### src/rtl/ams_pkg.sv
// constants, layouts and types of the auto/manual remote/local selector
// Function
// - assigned A/M contact open holds manual and blocks A/M key requests
// - handover setting picks bumpless transfer or previously held manual level
// - bumpless entry to manual starts from last automatic output level
// - return to auto starts PID from the manual output level
// - A/M screen: UP selects manual and lights lamp, DOWN selects auto
// - each A/M toggle key press inverts the A/M request
// - assigned contact closed requests auto, open requests manual
// - contact change takes effect 200 ms plus one sampling cycle later
// - sampling cycle is a setting, default 100 ms
// - auto only if key/comm and contact both auto; lamp marks manual
// - in manual UP raises and DOWN lowers the output level
// - holding UP or DOWN speeds up the level change
// - position control with valve feedback: keys set valve target
// - no feedback: drives follow held keys, lamps follow, level hidden
// - assigned R/L contact open holds local and blocks R/L key requests
// - R/L screen: UP selects remote and lights lamp, DOWN selects local
// - remote lamp stays dark in stop mode
// - with key type 2 each R/L toggle press inverts R/L request
// - assigned contact closed requests remote, open requests local
// - remote only if key/comm and contact both remote; lamp marks it
// - direct key type defaults to type 1
package ams_pkg;
   localparam int CLK_KHZ     = 20000;
   localparam int TICK_MS     = 1;
   localparam int TICK_CYCLES = CLK_KHZ * TICK_MS;
   localparam logic [15:0] HOLD_MS     = 16'h07D0;
   localparam logic [15:0] CONTACT_MS  = 16'h00C8;
   localparam logic [15:0] SAMPLE_MS   = 16'h0064;
   localparam logic [15:0] REPEAT_MS   = 16'h0064;
   localparam logic [15:0] ACCEL_MS    = 16'h03E8;
   localparam logic [15:0] LEVEL_MAX   = 16'h03E8;
   localparam logic [15:0] STEP_SLOW   = 16'h0001;
   localparam logic [15:0] STEP_FAST   = 16'h000A;
   localparam logic [11:0] OFF_CTRL    = 12'h000;
   localparam logic [11:0] OFF_SAMPLE  = 12'h004;
   localparam logic [11:0] OFF_STATUS  = 12'h008;
   localparam logic [11:0] OFF_LEVEL   = 12'h00C;
   localparam int KEY_UP = 0;
   localparam int KEY_DN = 1;
   localparam int KEY_SH = 2;
   localparam int KEY_AM = 3;
   localparam int KEY_RL = 4;
   localparam logic [1:0] ASG_NONE  = 2'h0;
   localparam logic [1:0] ASG_FIVE  = 2'h1;
   localparam logic [1:0] ASG_SIX   = 2'h2;
   localparam logic [1:0] ASG_SEVEN = 2'h3;

   typedef struct packed {
      logic [1:0] rlAssign;
      logic [1:0] amAssign;
      logic       stopMode;
      logic       posProp;
      logic       fbrFitted;
      logic       keyType2;
      logic       bumpless;
      logic       reqRemote;
      logic       reqAuto;
   } ams_ctrl_t;
   localparam int CTRL_W = $bits(ams_ctrl_t);
   localparam logic [10:0] CTRL_RST = 11'h005;

   typedef struct packed {
      logic [2:0] contacts;
      logic       menuOpen;
      logic       rlLocked;
      logic       amLocked;
      logic       levelHide;
      logic       remoteLamp;
      logic       manualLamp;
      logic       remoteEff;
      logic       autoEff;
   } ams_status_t;
   localparam int STAT_W = $bits(ams_status_t);

   typedef enum logic [1:0] {SCR_MONITOR, SCR_AM, SCR_RL} ams_screen_t;
endpackage

### src/rtl/ams_mode_select.sv
// auto/manual and remote/local mode resolution with APB registers
`timescale 1ns/1ps
module ams_mode_select #(
   parameter int TICK_CYCLES = ams_pkg::TICK_CYCLES
) (
   input  wire logic        core_clk,
   input  wire logic        rst_n,
   input  wire logic        psel,
   input  wire logic        penable,
   input  wire logic        pwrite,
   input  wire logic [11:0] paddr,
   input  wire logic [31:0] pwdata,
   output      logic [31:0] prdata,
   output      logic        pready,
   output      logic        pslverr,
   input  wire logic        keyUp,
   input  wire logic        keyDown,
   input  wire logic        keyShift,
   input  wire logic        keyAmToggle,
   input  wire logic        keyRlToggle,
   input  wire logic        contactInputFive,
   input  wire logic        contactInputSix,
   input  wire logic        contactInputSeven,
   input  wire logic [15:0] autoLevel,
   output      logic [15:0] controlOutputLevel,
   output      logic [15:0] pidStartLevel,
   output      logic        pidLoad,
   output      logic [15:0] valveTargetLevel,
   output      logic        openSideDrive,
   output      logic        closeSideDrive,
   output      logic        openSideLamp,
   output      logic        closeSideLamp,
   output      logic        levelDisplayHide,
   output      logic        handOperationLamp,
   output      logic        farSourceLamp
);
   localparam int TW = $clog2(TICK_CYCLES + 1);

   function automatic logic pickContact(input logic [1:0] asg,
                                        input logic [2:0] c);
      logic r;
      r = 1'b1;
      unique case (asg)
         ams_pkg::ASG_FIVE:  r = c[0];
         ams_pkg::ASG_SIX:   r = c[1];
         ams_pkg::ASG_SEVEN: r = c[2];
         ams_pkg::ASG_NONE:  r = 1'b1;
      endcase
      return r;
   endfunction

   ams_pkg::ams_ctrl_t   ctrl_q;
   ams_pkg::ams_screen_t screen_q, screen_d;
   logic [TW-1:0] msCnt_q;
   logic [15:0]   smpMs_q, smpCnt_q, shiftMs_q, holdMs_q, repMs_q;
   logic [15:0]   manual_q, level_q, valve_q, pidStart_q;
   logic [2:0]    sync1_q, sync2_q, smp_q;
   logic [4:0]    keyPrev_q;
   logic [1:0]    contEff;
   logic [31:0]   rdata_q;
   logic          err_q, autoPrev_q, pidLoad_q, menu_q;
   logic          openDrv_q, closeDrv_q, hide_q, manLamp_q, remLamp_q;

   // timing ticks
   wire msTick = msCnt_q == TW'(TICK_CYCLES - 1);
   // >= so a shorter cycle written mid-count wraps at once
   wire smpEnd = (smpMs_q <= 16'h0001) ||
                 (smpCnt_q >= smpMs_q - 16'h0001);
   wire sampleTick = msTick & smpEnd;

   always_ff @(posedge core_clk or negedge rst_n) begin
      if (!rst_n) begin
         msCnt_q  <= '0;
         smpCnt_q <= '0;
      end else begin
         msCnt_q <= msTick ? '0 : msCnt_q + TW'(1);
         if (msTick) begin
            smpCnt_q <= smpEnd ? '0 : smpCnt_q + 16'h0001;
         end
      end
   end

   // contacts: two-stage sync, then one sample per cycle
   wire [2:0] contactRaw = {contactInputSeven, contactInputSix,
                            contactInputFive};
   always_ff @(posedge core_clk or negedge rst_n) begin
      if (!rst_n) begin
         sync1_q <= '1;
         sync2_q <= '1;
         smp_q   <= '1;
      end else begin
         sync1_q <= contactRaw;
         sync2_q <= sync1_q;
         if (sampleTick) begin
            smp_q <= sync2_q;
         end
      end
   end

   // per function delay filter: 0 is auto/manual, 1 is remote/local
   wire [1:0] asgSel [2];
   assign asgSel[0] = ctrl_q.amAssign;
   assign asgSel[1] = ctrl_q.rlAssign;

   for (genvar i = 0; i < 2; i++) begin : g_flt
      logic        pend_q, eff_q;
      logic [15:0] cnt_q;
      // closed asks auto/remote, open asks manual/local
      wire sel = pickContact(asgSel[i], smp_q);
      always_ff @(posedge core_clk or negedge rst_n) begin
         if (!rst_n) begin
            pend_q <= 1'b1;
            eff_q  <= 1'b1;
            cnt_q  <= '0;
         end else if (sel != pend_q) begin
            pend_q <= sel;
            cnt_q  <= ams_pkg::CONTACT_MS;
         end else if (cnt_q != 16'h0000) begin
            if (msTick) begin
               cnt_q <= cnt_q - 16'h0001;
            end
         end else if (sampleTick) begin
            eff_q <= pend_q;
         end
      end
      assign contEff[i] = eff_q;
   end

   // mode resolution
   wire autoEff   = ctrl_q.reqAuto & contEff[0];
   wire remoteEff = ctrl_q.reqRemote & contEff[1];
   wire amLocked  = !contEff[0];
   wire rlLocked  = !contEff[1];

   // keys
   wire [4:0] keys  = {keyRlToggle, keyAmToggle, keyShift, keyDown, keyUp};
   wire [4:0] press = keys & ~keyPrev_q;
   wire amScr = screen_q == ams_pkg::SCR_AM;
   wire rlScr = screen_q == ams_pkg::SCR_RL;
   wire monScr = screen_q == ams_pkg::SCR_MONITOR;
   wire amTgl = press[ams_pkg::KEY_AM];
   wire rlTgl = press[ams_pkg::KEY_RL] & ctrl_q.keyType2;
   wire amToMan = !amLocked & ((amScr & press[ams_pkg::KEY_UP]) |
                               (amTgl & ctrl_q.reqAuto));
   wire amToAuto = !amLocked & ((amScr & press[ams_pkg::KEY_DN]) |
                                (amTgl & !ctrl_q.reqAuto));
   wire rlToRem = !rlLocked & ((rlScr & press[ams_pkg::KEY_UP]) |
                               (rlTgl & !ctrl_q.reqRemote));
   wire rlToLoc = !rlLocked & ((rlScr & press[ams_pkg::KEY_DN]) |
                               (rlTgl & ctrl_q.reqRemote));

   // menu entry after a long shift hold
   wire holdDone = keys[ams_pkg::KEY_SH] & msTick &
                   (shiftMs_q == ams_pkg::HOLD_MS - 16'h0001);
   always_comb begin
      screen_d = screen_q;
      if (holdDone) begin
         screen_d = monScr ? ams_pkg::SCR_AM : ams_pkg::SCR_MONITOR;
      end else if (press[ams_pkg::KEY_SH]) begin
         unique case (screen_q)
            ams_pkg::SCR_AM:      screen_d = ams_pkg::SCR_RL;
            ams_pkg::SCR_RL:      screen_d = ams_pkg::SCR_AM;
            ams_pkg::SCR_MONITOR: screen_d = ams_pkg::SCR_MONITOR;
         endcase
      end
   end

   always_ff @(posedge core_clk or negedge rst_n) begin
      if (!rst_n) begin
         keyPrev_q <= '0;
         shiftMs_q <= '0;
         screen_q  <= ams_pkg::SCR_MONITOR;
      end else begin
         keyPrev_q <= keys;
         screen_q  <= screen_d;
         if (!keys[ams_pkg::KEY_SH]) begin
            shiftMs_q <= '0;
         end else if (msTick && shiftMs_q != ams_pkg::HOLD_MS) begin
            shiftMs_q <= shiftMs_q + 16'h0001;
         end
      end
   end

   // APB decode
   wire setup  = psel & !penable;
   wire access = psel & penable;
   wire hitCtrl = paddr == ams_pkg::OFF_CTRL;
   wire hitSmp  = paddr == ams_pkg::OFF_SAMPLE;
   wire hitStat = paddr == ams_pkg::OFF_STATUS;
   wire hitLvl  = paddr == ams_pkg::OFF_LEVEL;
   wire mapped  = hitCtrl | hitSmp | hitStat | hitLvl;
   wire wrCtrl  = access & pwrite & hitCtrl;
   wire wrSmp   = access & pwrite & hitSmp;

   ams_pkg::ams_status_t status;
   assign status = '{contacts: smp_q, menuOpen: !monScr,
                     rlLocked: rlLocked, amLocked: amLocked,
                     levelHide: hide_q, remoteLamp: remLamp_q,
                     manualLamp: manLamp_q, remoteEff: remoteEff,
                     autoEff: autoEff};

   wire [31:0] rmux =
      hitCtrl ? {{(32 - ams_pkg::CTRL_W){1'b0}}, ctrl_q} :
      hitSmp  ? {16'h0000, smpMs_q} :
      hitStat ? {{(32 - ams_pkg::STAT_W){1'b0}}, status} :
      hitLvl  ? {manual_q, level_q} : 32'h0000_0000;

   always_ff @(posedge core_clk or negedge rst_n) begin
      if (!rst_n) begin
         rdata_q <= '0;
         err_q   <= 1'b0;
         smpMs_q <= ams_pkg::SAMPLE_MS;
      end else begin
         if (setup) begin
            rdata_q <= rmux;
            err_q   <= !mapped;
         end
         if (wrSmp) begin
            smpMs_q <= pwdata[15:0];
         end
      end
   end
   assign prdata  = rdata_q;
   assign pready  = 1'b1;
   assign pslverr = err_q & access;

   // control register: a bus write wins, keys act only in cycles without one
   always_ff @(posedge core_clk or negedge rst_n) begin
      if (!rst_n) begin
         ctrl_q <= ams_pkg::CTRL_RST;
      end else if (wrCtrl) begin
         ctrl_q <= ams_pkg::ams_ctrl_t'(pwdata[ams_pkg::CTRL_W-1:0]);
      end else begin
         if (amToMan) begin
            ctrl_q.reqAuto <= 1'b0;
         end else if (amToAuto) begin
            ctrl_q.reqAuto <= 1'b1;
         end
         if (rlToRem) begin
            ctrl_q.reqRemote <= 1'b1;
         end else if (rlToLoc) begin
            ctrl_q.reqRemote <= 1'b0;
         end
      end
   end

   // manual level adjust with repeat and acceleration
   wire noFbr  = ctrl_q.posProp & !ctrl_q.fbrFitted;
   wire adjOk  = !autoEff & monScr & !noFbr;
   wire held   = keys[ams_pkg::KEY_UP] ^ keys[ams_pkg::KEY_DN];
   wire repHit = held & msTick &
                 (repMs_q == ams_pkg::REPEAT_MS - 16'h0001);
   wire stepEv = (press[ams_pkg::KEY_UP] | press[ams_pkg::KEY_DN] |
                  repHit) & held;
   wire [15:0] step = (holdMs_q >= ams_pkg::ACCEL_MS) ?
                      ams_pkg::STEP_FAST : ams_pkg::STEP_SLOW;
   wire [15:0] upLvl = (manual_q >= ams_pkg::LEVEL_MAX - step) ?
                       ams_pkg::LEVEL_MAX : manual_q + step;
   wire [15:0] dnLvl = (manual_q >= step) ? manual_q - step : '0;
   wire enterMan = autoPrev_q & !autoEff;
   wire leaveMan = !autoPrev_q & autoEff;
   // bumpless entry shows the auto level at once, not the stale one
   wire [15:0] manSrc = (enterMan & ctrl_q.bumpless) ?
                        autoLevel : manual_q;

   always_ff @(posedge core_clk or negedge rst_n) begin
      if (!rst_n) begin
         holdMs_q <= '0;
         repMs_q  <= '0;
      end else if (!held) begin
         holdMs_q <= '0;
         repMs_q  <= '0;
      end else if (msTick) begin
         if (holdMs_q != ams_pkg::ACCEL_MS) begin
            holdMs_q <= holdMs_q + 16'h0001;
         end
         repMs_q <= repHit ? '0 : repMs_q + 16'h0001;
      end
   end

   always_ff @(posedge core_clk or negedge rst_n) begin
      if (!rst_n) begin
         manual_q <= '0;
      end else if (enterMan) begin
         if (ctrl_q.bumpless) begin
            manual_q <= autoLevel;
         end
      end else if (adjOk && stepEv) begin
         manual_q <= keys[ams_pkg::KEY_UP] ? upLvl : dnLvl;
      end
   end

   // outputs
   always_ff @(posedge core_clk or negedge rst_n) begin
      if (!rst_n) begin
         autoPrev_q <= 1'b1;
         pidLoad_q  <= 1'b0;
         pidStart_q <= '0;
         level_q    <= '0;
         valve_q    <= '0;
         openDrv_q  <= 1'b0;
         closeDrv_q <= 1'b0;
         hide_q     <= 1'b0;
         manLamp_q  <= 1'b0;
         remLamp_q  <= 1'b0;
      end else begin
         autoPrev_q <= autoEff;
         pidLoad_q  <= leaveMan;
         if (leaveMan) begin
            pidStart_q <= manual_q;
         end
         level_q <= autoEff ? autoLevel : manSrc;
         valve_q <= (ctrl_q.posProp & ctrl_q.fbrFitted) ?
                    (autoEff ? autoLevel : manSrc) : '0;
         openDrv_q  <= !autoEff & noFbr & monScr &
                       keys[ams_pkg::KEY_UP] & !keys[ams_pkg::KEY_DN];
         closeDrv_q <= !autoEff & noFbr & monScr &
                       keys[ams_pkg::KEY_DN] & !keys[ams_pkg::KEY_UP];
         hide_q     <= !autoEff & noFbr;
         manLamp_q  <= !autoEff;
         remLamp_q  <= remoteEff & !ctrl_q.stopMode;
      end
   end

   assign controlOutputLevel = level_q;
   assign pidStartLevel      = pidStart_q;
   assign pidLoad            = pidLoad_q;
   assign valveTargetLevel   = valve_q;
   assign openSideDrive      = openDrv_q;
   assign closeSideDrive     = closeDrv_q;
   assign openSideLamp       = openDrv_q;
   assign closeSideLamp      = closeDrv_q;
   assign levelDisplayHide   = hide_q;
   assign handOperationLamp  = manLamp_q;
   assign farSourceLamp      = remLamp_q;
endmodule // ams_mode_select

### config.mk
export PLATFORM = sky130hd
export DESIGN_NAME = ams_mode_select
export DESIGN_NICKNAME = d
export VERILOG_FILES = /design/src/rtl/ams_pkg.sv /design/src/rtl/ams_mode_select.sv
export SDC_FILE = /design/constraint.sdc
export NUM_CORES = 1
export LEC_CHECK = 0
export BUFFER_PORTS_ARGS = -buffer_cell sky130_fd_sc_hd__buf_2
export CAP_MARGIN = 40
export CORE_MARGIN = 2
export CORE_UTILIZATION = 59
export DETAILED_ROUTE_END_ITERATION = 7
export PLACE_DENSITY = 0.89
export SYNTH_ARGS = -nofsm -noshare
export SYNTH_HDL_FRONTEND = slang
export SYNTH_SLANG_ARGS = --single-unit
### constraint.sdc
create_clock -name core_clk -period 4.4 [get_ports core_clk]
set_clock_uncertainty 0.05 [all_clocks]
set_input_delay 0 -clock core_clk [delete_from_list [all_inputs] [get_ports core_clk]]
set_output_delay 0 -clock core_clk [all_outputs]
set_load 0.02 [all_outputs]
Yosys cells after proc, flatten, opt, wreduce, memory -nomap -nowiden

Cells that the tools add are included.

Flip-flop bits (word level): 262
Bits of input ports: 73
Logic and storage cells: 212

$add $sub $neg: 11
Magnitude comparators: 5
Eq/ne operators: 22
Multiplexer cells: 41
Bitwise logic cells: 57
Reductions and logical operators: 37

Operators with widths:

| kind                                                                | number |
|---|---|
| two-way mux 16 bit                                                  | 24 |
| two-way mux 32 bit                                                  | 4 |
| adder 16 x 1 -> 16 bit, second input constant                       | 4 |
| subtractor 16 x 1 -> 16 bit, second input constant                  | 3 |
| AND 1 bit                                                           | 41 |
| greater-or-equal comparator 16 bit                                  | 2 |
| nonzero test 16 bit                                                 | 2 |
| equality test 12 x 4 -> 1 bit, second input constant                | 2 |
| adder 16 x 4 -> 16 bit                                              | 1 |
| equality test 16 x 11 -> 1 bit, second input constant               | 1 |
| equality test 16 x 7 -> 1 bit, second input constant                | 1 |
| greater-or-equal comparator 16 x 10 -> 1 bit, second input constant | 1 |
| greater-or-equal comparator 16 x 4 -> 1 bit                         | 1 |
| less-or-equal comparator 16 x 1 -> 1 bit, second input constant     | 1 |
| != test 16 x 10 -> 1 bit, second input constant                     | 1 |
| != test 16 x 11 -> 1 bit, second input constant                     | 1 |
| subtractor 16 x 4 -> 16 bit                                         | 1 |
| adder 15 x 1 -> 15 bit, second input constant                       | 1 |
| equality test 15 bit, second input constant                         | 1 |
| two-way mux 15 bit                                                  | 1 |
| logical NOT 1 bit                                                   | 14 |
| equality test 12 x 3 -> 1 bit, second input constant                | 1 |
| logical NOT 12 bit                                                  | 1 |
| nonzero test 2 bit                                                  | 6 |
| other kinds (22)                                                    | 57 |

Depth between registers and ports, before layout

Word-level depth: 9
Mapped depth: 14

Worst setup path after synthesis

Ideal clock, no wire load.

Kind: register to register
Start point: register holdMs_q[6]
End point: register manual_q[4]
Data arrival time: 3.006 ns
Required time: 4.218 ns
Setup slack: 1.212 ns
Cell stages (with the launch flop): 15
Cell sequence: dfrtp_1 > and4_1 > clkbuf_1 > o211ai_1 > nand2_1 > inv_1 > ha_1 > or4_4 > buf_6 > a211oi_4 > a41o_1 > buf_2 > a21oi_1 > o21ai_0 > o211ai_1

Cells in the longest elaborated chain, start to end: 8

RTL lines:

| element                                          | line                   | source |
|---|---|---|
| from (decl)                                      | ams_mode_select.sv:55  | `logic [15:0] smpMs_q, smpCnt_q, shiftMs_q, holdMs_q, repMs_q;` |
| from (signal assigned)                           | ams_mode_select.sv:275 | `holdMs_q <= holdMs_q + 16'h0001;` |
| greater-or-equal comparator 16 x 10 -> 1 bit (*) | ams_mode_select.sv:255 | `wire [15:0] step = (holdMs_q >= ams_pkg::ACCEL_MS) ?` |
| two-way mux 4 bit (*)                            | ams_mode_select.sv:255 |  |
| subtractor 10 x 4 -> 11 bit                      | ams_mode_select.sv:257 | `wire [15:0] upLvl = (manual_q >= ams_pkg::LEVEL_MAX - step) ?` |
| greater-or-equal comparator 16 bit               | ams_mode_select.sv:257 |  |
| two-way mux 16 bit                               | ams_mode_select.sv:257 |  |
| two-way mux 16 bit (*)                           | ams_mode_select.sv:289 | `manual_q <= keys[ams_pkg::KEY_UP] ? upLvl : dnLvl;` |
| two-way mux 16 bit (*)                           | ams_mode_select.sv:288 | `end else if (adjOk && stepEv) begin` |
| two-way mux 16 bit (*)                           | ams_mode_select.sv:284 | `end else if (enterMan) begin` |
| to (signal assigned)                             | ams_mode_select.sv:286 | `manual_q <= autoLevel;` |
| to (signal assigned)                             | ams_mode_select.sv:289 |  |
| to (decl)                                        | ams_mode_select.sv:56  | `logic [15:0] manual_q, level_q, valve_q, pidStart_q;` |

Mark *: on every way between the ends. The rest lies on a longest branch, timed or not. The select of a mux whose other input is x is not followed.
A chain may end at the register's enable or synchronous reset.

Final worst setup path

Start point: register smpMs_q[4]
End point: register smp_q[0]

Cells in the longest elaborated chain, start to end: 4

RTL lines:

| element                            | line                   | source |
|---|---|---|
| from (decl)                        | ams_mode_select.sv:55  |  |
| from (signal assigned)             | ams_mode_select.sv:212 | `smpMs_q <= ams_pkg::SAMPLE_MS;` |
| from (signal assigned)             | ams_mode_select.sv:219 | `smpMs_q <= pwdata[15:0];` |
| subtractor 16 x 1 -> 16 bit        | ams_mode_select.sv:68  | `(smpCnt_q >= smpMs_q - 16'h0001);` |
| greater-or-equal comparator 16 bit | ams_mode_select.sv:68  |  |
| logical OR 1 bit (*)               | ams_mode_select.sv:67  | `wire smpEnd = (smpMs_q <= 16'h0001) \|\|` |
| AND 1 bit (*)                      | ams_mode_select.sv:69  | `wire sampleTick = msTick & smpEnd;` |
| to (signal assigned)               | ams_mode_select.sv:95  | `smp_q <= sync2_q;` |
| to (decl)                          | ams_mode_select.sv:57  | `logic [2:0] sync1_q, sync2_q, smp_q;` |

Mark *: on every way between the ends. The rest lies on a longest branch, timed or not.

==> summary.md <==
| Metric | Value |
|---|---|
| DRT Wirelength | 36.0 mm |
| Setup repair bufs after CTS | 0 |
| Req. time, crit path | 4.81 ns |
| CTS tree | built |
| Post-DP HPWL | 24.2 mm |
| Area of the core | 0.0224 mm^2 |
| Yosys cell types | 78 |
| Routed wire per std cell | 19.7 um |
| Overall global routing resource usage | 30.1% |
| Leakage | 7.21 nW |
| Type of destination of the critical path | register |
| Period utilization | 87.6% |
| 1st-iter DRT viols | 1,189 |
| RSZ-0062 raised after global routing | no |
| Most frequent cells in the layout | dfrtp_1 (243), buf_2 (145), nor2_1 (137) |
| DRT antenna net count | 0 |
| Clk Latency, worst-skew pair | 0.54 ns |
| Dpl cell area | 0.0144 mm^2 |
| Design area | 0.0157 mm^2 |
| H-tree depth | 1 |
| Minimum clock period | 3.85 ns |
| Vias per cell | 6.27 |
| First-pass GRT wire length | 58.4 mm |
| Startpoint types | register |
| Comb pwr share | 16.7% |
| Starting Density | 59.7% |
| Cells after Synth | 1,346 |
| Post-synthesis sequential area ratio | 49.2% |
| Grt total ovfl | 0 |
| Residual DRC | 0 |
| Arr. time, crit path | 4.26 ns |
| Critical path class | register to register |
| Syn avg cell area | 9.94 um^2 |
| Ranking of synthesized cells by area | dfrtp_1 (45%), mux2_2 (4.1%), xnor2_1 (4.1%) |
| Max Root-Sink Buffers | 3 |
| Vias | 11.5k |
| Sequential power share | 46.1% |
| Number of nets in the layout | 1,633 |
| First-pass DRT Iterations | 5 |
| CP max FO | 14 |
| Die area | 0.0239 mm^2 |
| Slew Viols, Final | 0 |
| Ys Warns | 0 |
| Die Height | 155 um |
| FMAX | 0.260 GHz |
| Number of cell rows | 55 |
| Peak supply drop | 0.252 mV |
| Clk sink count | 262 |
| Hold Fails Final Rpt | 0 |
| Final Wtd Congestion | 0.950 |
| Ports | 163 |
| Area share of the leading cell type in the synthesized netlist | 45.4% |
| CTS Buf Count | 27 |
| Clk pwr share | 37.2% |
| Largest net degree at the start of global routing | 130 |
| Min-delay worst type | input port to register |
| NetSw | 0.00179 W |
| Clock transition at path regs | 0.07 ns |
| Share of flip-flops with an asynchronous set or reset | 100% |
| Post-synth EDFFs | 0 |
| TNS Setup | 0 ns |
| Max-cap violations | 0 |
| Finished Layout Cells | 1,829 |
| Share of layout cells above drive strength 1 | 18.7% |
| Initial antenna violation count | 3 |
| Syn_nets | 1,457 |
| Pint | 0.00423 W |
| Status | complete, no violations |
| Vias in the first global route | 11.3k |
| Mapped Area | 0.0134 mm^2 |
| Switch share | 29.7% |
| Layout area overhead | 17.1% |
| Port Buf Inserts | 145 |
| Finish-stage setup viols | 0 |
| Commonest non-fill, non-tap cell in the layout | dfrtp_1 |
| Clock Tree Root | clkbuf_16 |
| Die Span X | 155 um |
| Slew @ Worst Pin | 0.970 ns |
| Rel. slew slack | 35.3% |
| Placed cells | 1,735 |
| #FFs+latches synth | 262 |
| Commonest register cell after synthesis | dfrtp_1 |
| Leading area contributor after synthesis | dfrtp_1 |
| PwrDens | 384 mW/mm^2 |
==> final cells by class <==
| cell class | instances | area, um^2 |
|---|---|---|
| fillers | 1554 | 6770 |
| flip-flops and latches | 262 | 6580 |
| multi-input cells | 984 | 6400 |
| repair buffers | 207 | 1320 |
| clock buffers | 44 | 800 |
| well taps | 285 | 357 |
| inverters | 40 | 150 |
| clock inverters | 5 | 53.8 |
| diodes | 2 | 5.00 |
==> flip-flops by register name, indices dropped and copies added (netlist names), 16 cells and up <==
register and count:
controlOutputLevel 16, g_flt.cnt_q 32, holdMs_q 16, manual_q 16, pidStartLevel 16, prdata 32, repMs_q 16, shiftMs_q 16
smpCnt_q 16, smpMs_q 16, valveTargetLevel 16
==> cells by family after synthesis <==
family | Yosys count | share of synthesized area, %
other | 1 | 0.0280
DFF | 262 | 49.2
and+or+nand+nor | 537 | 20.3
adders and majority gates | 38 | 3.66
muxes | 71 | 5.77
AOI/OAI and AO/OA | 246 | 12.1
xor gates and xnor gates | 91 | 5.96
buffers and inverters | 100 | 3.09
==> power groups by stage <==
stage | Clock, W | Combinational [W] | Sequential [W]
6_report | 0.00224 | 0.00100 | 0.00277
2_1_floorplan | 0 | 0.000653 | 0.00273
3_5_place_dp | 0 | 0.000940 | 0.00279
5_1_grt | 0.00236 | 0.00110 | 0.00278
3_3_place_gp | 0 | 0.000909 | 0.00279
4_1_cts | 0.00226 | 0.000983 | 0.00275
==> per-stage QoR <==
step,hold slack [ns],utilization [%],total power [W],setup WS (ns)
after floorplan,-0.346,-,0.00338,1.21
after global placement,0.0593,63.8,0.00370,0.814
after detailed placement,0.0573,64.1,0.00373,0.708
after CTS,0.00109,69.8,0.00600,0.687
after global routing,0.0274,69.8,0.00623,0.322
final,0.0306,69.8,0.00602,0.547
==> what timing repair did <==
| item | CTS | global route |
|---|---|---|
| gates resized for setup | 0 | 0 |
| hold buffers | 43 | 0 |
| hold endpoints to repair | 231 | 0 |
==> worst paths after layout <==
path                            startpoint      endpoint  slack (ns)  depth (start not counted)
worst min register to register  sync1_q[2]    sync2_q[2]        0.31                          0
worst max register to register  smpMs_q[4]      smp_q[0]        0.55                         10
worst min-delay path                pwrite     ctrl_q[4]        0.03                          4
worst max-delay path            smpMs_q[4]      smp_q[0]        0.55                         10
min in group asynchronous            rst_n    repMs_q[8]        0.14                          2
max in group asynchronous            rst_n  shiftMs_q[7]        2.94                          3
==> cells in the mapped netlist, types with 4 or more instances <==
cell        n
dfrtp_1   243
nor2b_1    18
buf_4       4
nand2_1   118
a21oi_1    55
dfstp_2    19
o21ai_0    66
nand4_1    24
o31a_1      4
ha_1       36
nor3_1     41
and3_1     18
a31oi_1    18
o21a_1      6
or3_1      27
o22ai_1    11
or2_2       5
o41ai_1     6
a21o_1      4
xor2_1     29
and4_1      7
xnor2_1    62
or4_1       9
clkbuf_1   44
o31ai_1    10
o22a_1      4
a22o_1     20
nand3_1    40
nor4_1     25
nand3b_1    4
nand2b_1   16
o211ai_1    9
nor3b_1     8
inv_1      40
a211oi_1    4
nor2_1    137
buf_2       7
mux2i_1    22
a22oi_1     6
and2_1     23
mux2_2     49
==> routing by layer <==
layer / global-route usage (%) / share of wire, % / vias to the layer above
met4: 12.3 / 4.3 / 0
li1: - / - / 5131
met5: 0 / 0 / -
met1: 39.7 / 39 / 5611
met2: 49.5 / 48 / 587
met3: 5.55 / 8.1 / 135
==> critical path: stages (launching register included) <==
cell and delay, ns:
dfrtp_1 0.44, nor4_1 0.49, nand3_1 0.23, nor3_1 0.34, xnor2_1 0.14, ha_1 0.31, nand4_1 0.16, a2111o_1 0.37
a21oi_1 0.25, o31a_1 0.60, mux2_2 0.41
(Power assumes the default switching activity.)
